<file path="config.mk">
export PLATFORM = sky130hd
export DESIGN_NAME = irq_power_reset_control
export DESIGN_NICKNAME = d
export VERILOG_FILES = /design/src/irq_power_reset_control.v
export VERILOG_INCLUDE_DIRS = /design/src /design/src/common
export SDC_FILE = /design/constraint.sdc
export NUM_CORES = 1
export LEC_CHECK = 0
export BUFFER_PORTS_ARGS = -buffer_cell sky130_fd_sc_hd__buf_4
export CELL_PAD_IN_SITES_DETAIL_PLACEMENT = 2
export CELL_PAD_IN_SITES_GLOBAL_PLACEMENT = 2
export CORE_MARGIN = 1
export CORE_UTILIZATION = 35
export CTS_CLUSTER_DIAMETER = 120
export DETAILED_ROUTE_END_ITERATION = 10
export PLACE_DENSITY = 0.83
export RECOVER_POWER = 100
export SLEW_MARGIN = 20
export SYNTH_ARGS = -nofsm -noshare
export SYNTH_HDL_FRONTEND = slang
export SYNTH_SLANG_ARGS = --single-unit
</file>
<file path="constraint.sdc">
create_clock -name ref_clk -period 2.75 [get_ports ref_clk]
set_clock_uncertainty 0.15 [all_clocks]
set_input_delay 0.275 -clock ref_clk [delete_from_list [all_inputs] [get_ports ref_clk]]
set_output_delay 0.275 -clock ref_clk [all_outputs]
set_load 0.005 [all_outputs]
</file>
<file path="src/common/irq_power_reset_control_defs.vh">
// Constants for the interrupt, power and reset control block
`ifndef IRQ_POWER_RESET_CONTROL_DEFS_VH
`define IRQ_POWER_RESET_CONTROL_DEFS_VH
`define ADDR_POWER_CONTROL    8'h87
`define ADDR_TIMER_IRQ_CTRL   8'h88
`define ADDR_AUX_CONTROL      8'h8e
`define ADDR_IRQ_ENABLE       8'ha8
`define ADDR_IRQ_PRIORITY     8'hb8
`define ADDR_EXT_IRQ_CONTROL  8'hc0
`define RST_POWER_CONTROL     8'h30
`define RST_ZERO              8'h00
`define RST_PORTS             8'hff
`define RST_STACK_POINTER     8'h07
`define PWR_HALT_CORE_BIT     0
`define PWR_POWER_DOWN_BIT    1
`define PWR_KEEP_BIT          4
`define AUX_STROBE_DIS_BIT    0
`define TIMER_IRQ_CONTROL_IT0_BIT          0
`define TIMER_IRQ_CONTROL_IE0_BIT          1
`define TIMER_IRQ_CONTROL_IT1_BIT          2
`define TIMER_IRQ_CONTROL_IE1_BIT          3
`define IE_GLOBAL_BIT         7
`define XI_EDGE2_BIT          0
`define XI_FLAG2_BIT          1
`define XI_EN2_BIT            2
`define XI_PRIO2_BIT          3
`define XI_EDGE3_BIT          4
`define XI_FLAG3_BIT          5
`define XI_EN3_BIT            6
`define XI_PRIO3_BIT          7
`define VEC_BASE              8'h03
`define VEC_STEP              8'h08
`define OSC_PER_MACHINE       4'd12
`define STATE5_PHASE2_TICK    4'd9
`define RESET_MACHINE_CYCLES  2'd2
`define RESET_FILTER_LEN      3'd4
`endif

</file>
<file path="src/irq_power_reset_control.v">
// Interrupt arbitration, power management and reset control core block
`include "irq_power_reset_control_defs.vh"
module irq_power_reset_control (
  input  wire       ref_clk,
  input  wire       rst,
  input  wire       reset_pin,
  input  wire [7:0] sfr_addr,
  input  wire [7:0] sfr_wdata,
  input  wire       sfr_write,
  input  wire       bit_write,
  input  wire [2:0] bit_index,
  input  wire       bit_value,
  input  wire       ext_irq_0_pin,
  input  wire       ext_irq_1_pin,
  input  wire       port4_pin2,
  input  wire       port4_pin3,
  input  wire       timer0_req,
  input  wire       timer1_req,
  input  wire       serial_req,
  input  wire       timer2_req,
  input  wire       irq_ack,
  input  wire       irq_return,
  input  wire       latch_strobe_in,
  output reg  [7:0] sfr_rdata,
  output reg        irq_request,
  output reg  [7:0] irq_vector,
  output reg        core_clk_en,
  output reg        periph_clk_en,
  output reg        osc_enable,
  output reg        latch_strobe,
  output reg        core_reset,
  output reg  [7:0] port_reset_value,
  output reg  [7:0] stack_reset_value
);
  reg  [7:0] power_control_reg;
  reg  [7:0] timer_irq_control_reg;
  reg  [7:0] aux_control_reg;
  reg  [7:0] irq_enable_reg;
  reg  [7:0] irq_priority_reg;
  reg  [7:0] ext_irq_control_reg;
  reg        div2_reg;
  reg  [3:0] phase_reg;
  reg  [2:0] filt_reg;
  reg        filt_level_reg;
  reg  [1:0] held_reg;
  reg        int_reset_reg;
  reg        ext2_prev_reg;
  reg        ext3_prev_reg;
  reg        in_high_reg;
  reg        in_low_reg;
  reg  [2:0] taken_idx_reg;
  wire       ext2_in = port4_pin3;
  wire       ext3_in = port4_pin2;
  wire       any_reset = rst | int_reset_reg;
  wire [7:0] req;
  wire [7:0] high;
  reg  [2:0] hi_idx;
  reg  [2:0] lo_idx;
  reg        hi_any;
  reg        lo_any;
  integer    i;
  // Sources in polling order
  assign req[0] = irq_enable_reg[0] & timer_irq_control_reg[`TIMER_IRQ_CONTROL_IE0_BIT];
  assign req[1] = irq_enable_reg[1] & timer0_req;
  assign req[2] = irq_enable_reg[2] & timer_irq_control_reg[`TIMER_IRQ_CONTROL_IE1_BIT];
  assign req[3] = irq_enable_reg[3] & timer1_req;
  assign req[4] = irq_enable_reg[4] & serial_req;
  assign req[5] = irq_enable_reg[5] & timer2_req;
  assign req[6] = ext_irq_control_reg[`XI_EN2_BIT] & ext_irq_control_reg[`XI_FLAG2_BIT];
  assign req[7] = ext_irq_control_reg[`XI_EN3_BIT] & ext_irq_control_reg[`XI_FLAG3_BIT];
  assign high = {ext_irq_control_reg[`XI_PRIO3_BIT], ext_irq_control_reg[`XI_PRIO2_BIT],
                 irq_priority_reg[5:0]};
  // Fixed polling within each level
  always @*
  begin
    hi_idx = 3'd0;
    lo_idx = 3'd0;
    hi_any = 1'b0;
    lo_any = 1'b0;
    for (i = 7; i >= 0; i = i - 1)
    begin
      if (req[i] & high[i])
      begin
        hi_idx = i[2:0];
        hi_any = 1'b1;
      end
      if (req[i] & ~high[i])
      begin
        lo_idx = i[2:0];
        lo_any = 1'b1;
      end
    end
  end
  wire       global_en = irq_enable_reg[`IE_GLOBAL_BIT];
  wire       take_hi = global_en & hi_any & ~in_high_reg;
  wire       take_lo = global_en & lo_any & ~in_high_reg & ~in_low_reg;
  wire       pend = take_hi | take_lo;
  wire [2:0] sel_idx = take_hi ? hi_idx : lo_idx;
  wire       lvl_wake = (irq_enable_reg[0] & ~timer_irq_control_reg[`TIMER_IRQ_CONTROL_IT0_BIT]
                         & ~ext_irq_0_pin) |
                        (irq_enable_reg[2] & ~timer_irq_control_reg[`TIMER_IRQ_CONTROL_IT1_BIT]
                         & ~ext_irq_1_pin);
  wire       tick = (phase_reg == `STATE5_PHASE2_TICK) & div2_reg;
  always @(posedge ref_clk)
  begin
    if (rst)
    begin
      div2_reg       <= 1'b0;
      phase_reg      <= 4'd0;
      filt_reg       <= 3'd0;
      filt_level_reg <= 1'b0;
      held_reg       <= 2'd0;
      int_reset_reg  <= 1'b0;
    end
    else
    begin
      div2_reg <= ~div2_reg;
      if (div2_reg)
        phase_reg <= (phase_reg == `OSC_PER_MACHINE - 4'd1) ? 4'd0 : phase_reg + 4'd1;
      filt_reg <= {filt_reg[1:0], reset_pin};
      if (&{filt_reg, reset_pin})
        filt_level_reg <= 1'b1;
      else if (~|{filt_reg, reset_pin})
        filt_level_reg <= 1'b0;
      if (tick)
      begin
        if (!filt_level_reg)
        begin
          held_reg      <= 2'd0;
          int_reset_reg <= 1'b0;
        end
        else if (held_reg == `RESET_MACHINE_CYCLES - 2'd1)
          int_reset_reg <= 1'b1;
        else
          held_reg <= held_reg + 2'd1;
      end
    end
  end
  always @(posedge ref_clk)
  begin
    if (any_reset)
    begin
      power_control_reg     <= `RST_POWER_CONTROL;
      timer_irq_control_reg <= `RST_ZERO;
      aux_control_reg       <= `RST_ZERO;
      irq_enable_reg        <= `RST_ZERO;
      irq_priority_reg      <= `RST_ZERO;
      ext_irq_control_reg   <= `RST_ZERO;
      ext2_prev_reg         <= 1'b1;
      ext3_prev_reg         <= 1'b1;
      in_high_reg           <= 1'b0;
      in_low_reg            <= 1'b0;
      taken_idx_reg         <= 3'd0;
    end
    else
    begin
      ext2_prev_reg <= ext2_in;
      ext3_prev_reg <= ext3_in;
      if (sfr_write)
      begin
        case (sfr_addr)
          `ADDR_POWER_CONTROL:   power_control_reg     <= sfr_wdata;
          `ADDR_TIMER_IRQ_CTRL:  timer_irq_control_reg <= sfr_wdata;
          `ADDR_AUX_CONTROL:     aux_control_reg       <= sfr_wdata;
          `ADDR_IRQ_ENABLE:      irq_enable_reg        <= sfr_wdata;
          `ADDR_IRQ_PRIORITY:    irq_priority_reg      <= sfr_wdata;
          `ADDR_EXT_IRQ_CONTROL: ext_irq_control_reg   <= sfr_wdata;
          default: ;
        endcase
      end
      if (bit_write)
      begin
        case (sfr_addr)
          `ADDR_TIMER_IRQ_CTRL:  timer_irq_control_reg[bit_index] <= bit_value;
          `ADDR_IRQ_ENABLE:      irq_enable_reg[bit_index]        <= bit_value;
          `ADDR_IRQ_PRIORITY:    irq_priority_reg[bit_index]      <= bit_value;
          `ADDR_EXT_IRQ_CONTROL: ext_irq_control_reg[bit_index]   <= bit_value;
          default: ;
        endcase
      end
      // Hardware flag updates, set wins over software clear
      if (ext_irq_control_reg[`XI_EDGE2_BIT])
      begin
        if (irq_ack & pend & sel_idx == 3'd6)
          ext_irq_control_reg[`XI_FLAG2_BIT] <= 1'b0;
        if (ext2_prev_reg & ~ext2_in & ext_irq_control_reg[`XI_EN2_BIT])
          ext_irq_control_reg[`XI_FLAG2_BIT] <= 1'b1;
      end
      else
        ext_irq_control_reg[`XI_FLAG2_BIT] <= ~ext2_in;
      if (ext_irq_control_reg[`XI_EDGE3_BIT])
      begin
        if (irq_ack & pend & sel_idx == 3'd7)
          ext_irq_control_reg[`XI_FLAG3_BIT] <= 1'b0;
        if (ext3_prev_reg & ~ext3_in & ext_irq_control_reg[`XI_EN3_BIT])
          ext_irq_control_reg[`XI_FLAG3_BIT] <= 1'b1;
      end
      else
        ext_irq_control_reg[`XI_FLAG3_BIT] <= ~ext3_in;
      timer_irq_control_reg[`TIMER_IRQ_CONTROL_IE0_BIT] <= ~ext_irq_0_pin;
      timer_irq_control_reg[`TIMER_IRQ_CONTROL_IE1_BIT] <= ~ext_irq_1_pin;
      if (irq_ack & pend)
      begin
        taken_idx_reg <= sel_idx;
        if (take_hi)
          in_high_reg <= 1'b1;
        else
          in_low_reg <= 1'b1;
        power_control_reg[`PWR_HALT_CORE_BIT] <= 1'b0;
      end
      else if (irq_return)
      begin
        if (in_high_reg)
          in_high_reg <= 1'b0;
        else
          in_low_reg <= 1'b0;
      end
      if (power_control_reg[`PWR_POWER_DOWN_BIT] & lvl_wake)
        power_control_reg[`PWR_POWER_DOWN_BIT] <= 1'b0;
    end
  end
  // Outputs registered
  always @(posedge ref_clk)
  begin
    if (any_reset)
    begin
      sfr_rdata         <= `RST_ZERO;
      irq_request       <= 1'b0;
      irq_vector        <= `VEC_BASE;
      core_clk_en       <= 1'b0;
      periph_clk_en     <= 1'b0;
      osc_enable        <= 1'b1;
      latch_strobe      <= 1'b0;
      core_reset        <= 1'b1;
      port_reset_value  <= `RST_PORTS;
      stack_reset_value <= `RST_STACK_POINTER;
    end
    else
    begin
      case (sfr_addr)
        `ADDR_POWER_CONTROL:   sfr_rdata <= power_control_reg;
        `ADDR_TIMER_IRQ_CTRL:  sfr_rdata <= timer_irq_control_reg;
        `ADDR_AUX_CONTROL:     sfr_rdata <= aux_control_reg;
        `ADDR_IRQ_ENABLE:      sfr_rdata <= irq_enable_reg;
        `ADDR_IRQ_PRIORITY:    sfr_rdata <= irq_priority_reg;
        `ADDR_EXT_IRQ_CONTROL: sfr_rdata <= ext_irq_control_reg;
        default:               sfr_rdata <= `RST_ZERO;
      endcase
      irq_request   <= pend;
      irq_vector    <= `VEC_BASE + {2'b00, sel_idx, 3'b000};
      core_clk_en   <= ~div2_reg & ~power_control_reg[`PWR_HALT_CORE_BIT]
                       & ~power_control_reg[`PWR_POWER_DOWN_BIT];
      periph_clk_en <= ~div2_reg & ~power_control_reg[`PWR_POWER_DOWN_BIT];
      osc_enable    <= ~power_control_reg[`PWR_POWER_DOWN_BIT];
      latch_strobe  <= latch_strobe_in & ~aux_control_reg[`AUX_STROBE_DIS_BIT];
      core_reset    <= 1'b0;
    end
  end
endmodule // irq_power_reset_control

</file>
==> results.json <==
{
  "status": "completed",
  "post_drt_wl_per_cell_um": 19.9,
  "post-route-period-util_pct": 79.3,
  "first_global_vias": 3917,
  "via_count": 3645,
  "reg2reg_slack_ns": 0.61,
  "pin_count": 74,
  "rsz0062_at_grt": "false",
  "fill_cells": 1259,
  "p_sw_share_pct": 27.0,
  "post-place-ws_ns": 0.633,
  "synth.avg_cell_area_um2": 8.66,
  "dieHeight_um": 108,
  "synth_edf_count": 0,
  "synth_flop_cell": "dfxtp_1",
  "p_int_mw": 1.59,
  "clkLatencyLatePin_ns": 0.37,
  "clock_power_share_pct": 36.3,
  "ctsHtreeMaxLevel": 3,
  "start_util_pct": 36.1,
  "rows": 38,
  "worst_r2r_endpoint": "irq_vector[5]",
  "ys_ff_latch": 81,
  "antenna_found_initial": 0,
  "cts_hold_buf": 4,
  "cpPeakStageDelay_ns": 0.71,
  "seq_area_frac_synth_pct": 41.2,
  "cp_max_fo": 8,
  "grt_max_degree": 42,
  "irDropWorstVdd_v": 0.000228,
  "maxCapViolCount": 0,
  "synth-warning-count": 0,
  "path_class": "input pin to flip-flop",
  "grt_usage_pct": 23.7,
  "syn_area_mm2": 0.00393,
  "area_growth_pct": 15.9,
  "power.switching_mw": 0.587,
  "power.density_mw_per_mm2": 476,
  "hold_path_class": "input pin to flip-flop",
  "worstRegToRegCells": 5,
  "setup_violations": 0,
  "worstPathRequired_ns": 2.82,
  "ant_nets": 0,
  "drc": 0,
  "maxSlewHeadroom_pct": 36.5,
  "async_flop_share_pct": 0,
  "first_iter_violations": 166,
  "path_cells": "clkbuf_4 > nor2b_1 > nand4_1 > nor3b_1 > nand2_1 > mux2i_1 > nor3_1",
  "cts_num_sinks": 81,
  "tightestPinTransition_ns": 0.952,
  "reg2reg_from": "int_reset_reg",
  "period_needed_ns": 2.18,
  "cts_tree": "built",
  "wl_um": 13000,
  "fin_total_pwr_mw": 2.17,
  "diodes": 0,
  "drtPass1Iterations": 4,
  "max-clock-path-buffers": 2,
  "cp-end-kind": "flip-flop",
  "dp_hpwl_um": 9610,
  "core_area_mm2": 0.0109,
  "overflow": 0,
  "avgViaCountPerCell": 5.59,
  "final_nets": 546,
  "cp_slowest_cell": "nor3b_1",
  "critPathLaunchType": "input pin",
  "drive_gt1_share_pct": 16.8,
  "power.leakage_nw": 1.66,
  "max_freq_mhz": 459,
  "seqPwrFrac_pct": 55.3,
  "die_w_um": 108,
  "synth.distinct_cells": 52,
  "combPwrFrac_pct": 8.3,
  "maxSlewViolCount": 0,
  "endpoint": "power_control_reg[0]",
  "fin_setup_tns_ns": 0,
  "finalHoldViolCount": 0,
  "cts_setup_buffers": 0,
  "worstSetupStartpoint": "sfr_addr[6]",
  "arrival_ns": 2.25,
  "whs_ns": 0.0177,
  "cts_resized": 0,
  "layout_common_cells": "dfxtp_1, a21oi_1, buf_4, nand2_1, a211oi_1",
  "cts_buffers": 9,
  "ctsRootBufferMaster": "clkbuf_8",
  "place_congestion": 0.794,
  "layout_commonest_cell": "dfxtp_1",
  "fin_ws_ns": 0.569,
  "die_area_mm2": 0.0117,
  "syn_inst": 454,
  "clkTransAtPathRegs_ns": 0.08,
  "io_buffers": 52,
  "grt_pass1_wl_um": 21000
}
[cell usage after synthesis, drive strengths merged (2+ instances only)]
master / n / area share (%)
a211oi: 31 / 5.9
a21oi: 55 / 7.0
a22oi: 25 / 4.8
a31oi: 9 / 1.4
a41oi: 2 / 0.45
and3: 4 / 0.64
and3b: 3 / 0.67
buf: 31 / 5.3
clkbuf: 13 / 1.2
conb: 2 / 0.19
dfxtp: 81 / 41
ha: 3 / 0.95
inv: 12 / 1.1
mux2i: 9 / 2.3
nand2: 35 / 3.3
nand2b: 12 / 1.9
nand3: 28 / 4.2
nand3b: 10 / 1.9
nand4: 6 / 1.5
nand4b: 2 / 0.45
nor2: 21 / 2.0
nor2b: 8 / 1.3
nor3: 9 / 1.7
nor3b: 3 / 0.86
nor4bb: 2 / 0.51
o211ai: 2 / 0.38
o21ai: 10 / 1.6
o221ai: 3 / 0.67
o31ai: 2 / 0.38
or2: 6 / 0.95
[worst min path at each step]
| stage | from | slack (ns) | cells past startpoint | to |
|---|---|---|---|---|
| finish | rst | 0.02 | 2 | div2_reg |
| global route | rst | 0.02 | 2 | phase_reg[0] |
| CTS | reset_pin | 0.0005 | 2 | filt_reg[0] |
| detailed placement | power_control_reg[7] | 0.30 | 2 | power_control_reg[7] |
| global placement | aux_control_reg[3] | 0.29 | 2 | aux_control_reg[3] |
| floorplan | rst | 0.20 | 1 | filt_reg[0] |
[per-layer routing]
metal	vias to the layer above	GRT usage [%]	routed length, um
met5	-	0	0
met4	0	8.41	222
met3	19	3.74	399
met2	71	42.7	6780
met1	1820	28.3	5600
li1	1735	-	-
[metrics by stage]
stage | instances | util, % | instance area (um2)
5_1_grt | 652 | 41.9 | 4560
6_report | 652 | 41.9 | 4560
3_3_place_gp | 631 | 40.4 | 4390
4_1_cts | 651 | 42.2 | 4600
2_1_floorplan | 473 | - | 4010
3_5_place_dp | 631 | 40.4 | 4390
[logic make-up (layout without fill, tap and decap cells)]
family | after synthesis | in the layout | synth area share, %
and+or+nand+nor | 155 | 155 | 23.2
muxes | 9 | 9 | 2.29
AOI/OAI and AO/OA | 147 | 147 | 24.4
buffers and inverters | 57 | 96 | 7.76
adders and majority gates | 3 | 3 | 0.954
DFF | 81 | 81 | 41.2
other | 2 | 21 | 0.191
[final cells by class]
class                   count  area (um2)  area share [%]
multi-input cells         335        2070            45.3
flip-flops and latches     81        1620            35.6
repair buffers             67         485            10.6
well taps                 140         175            3.84
clock buffers              11         131            2.88
inverters                  13        48.8            1.07
clock inverters             5        32.5           0.713
[power by group through the flow]
stage	Clock (mW)	Combinational (mW)	Sequential (mW)
after CTS	0.806	0.184	1.20
after detailed placement	0	0.178	1.23
after global routing	0.853	0.198	1.20
after floorplan	0	0.108	1.22
after global placement	0	0.170	1.23
final	0.789	0.181	1.20
[worst max-delay path: cells and delay by family]
family / cells / cell delay, ns
AND/OR/NAND/NOR: 5 / 1.60
buffers and inverters: 1 / 0.11
multiplexers: 1 / 0.27
Note: power is estimated with default switching activity, not from simulation.
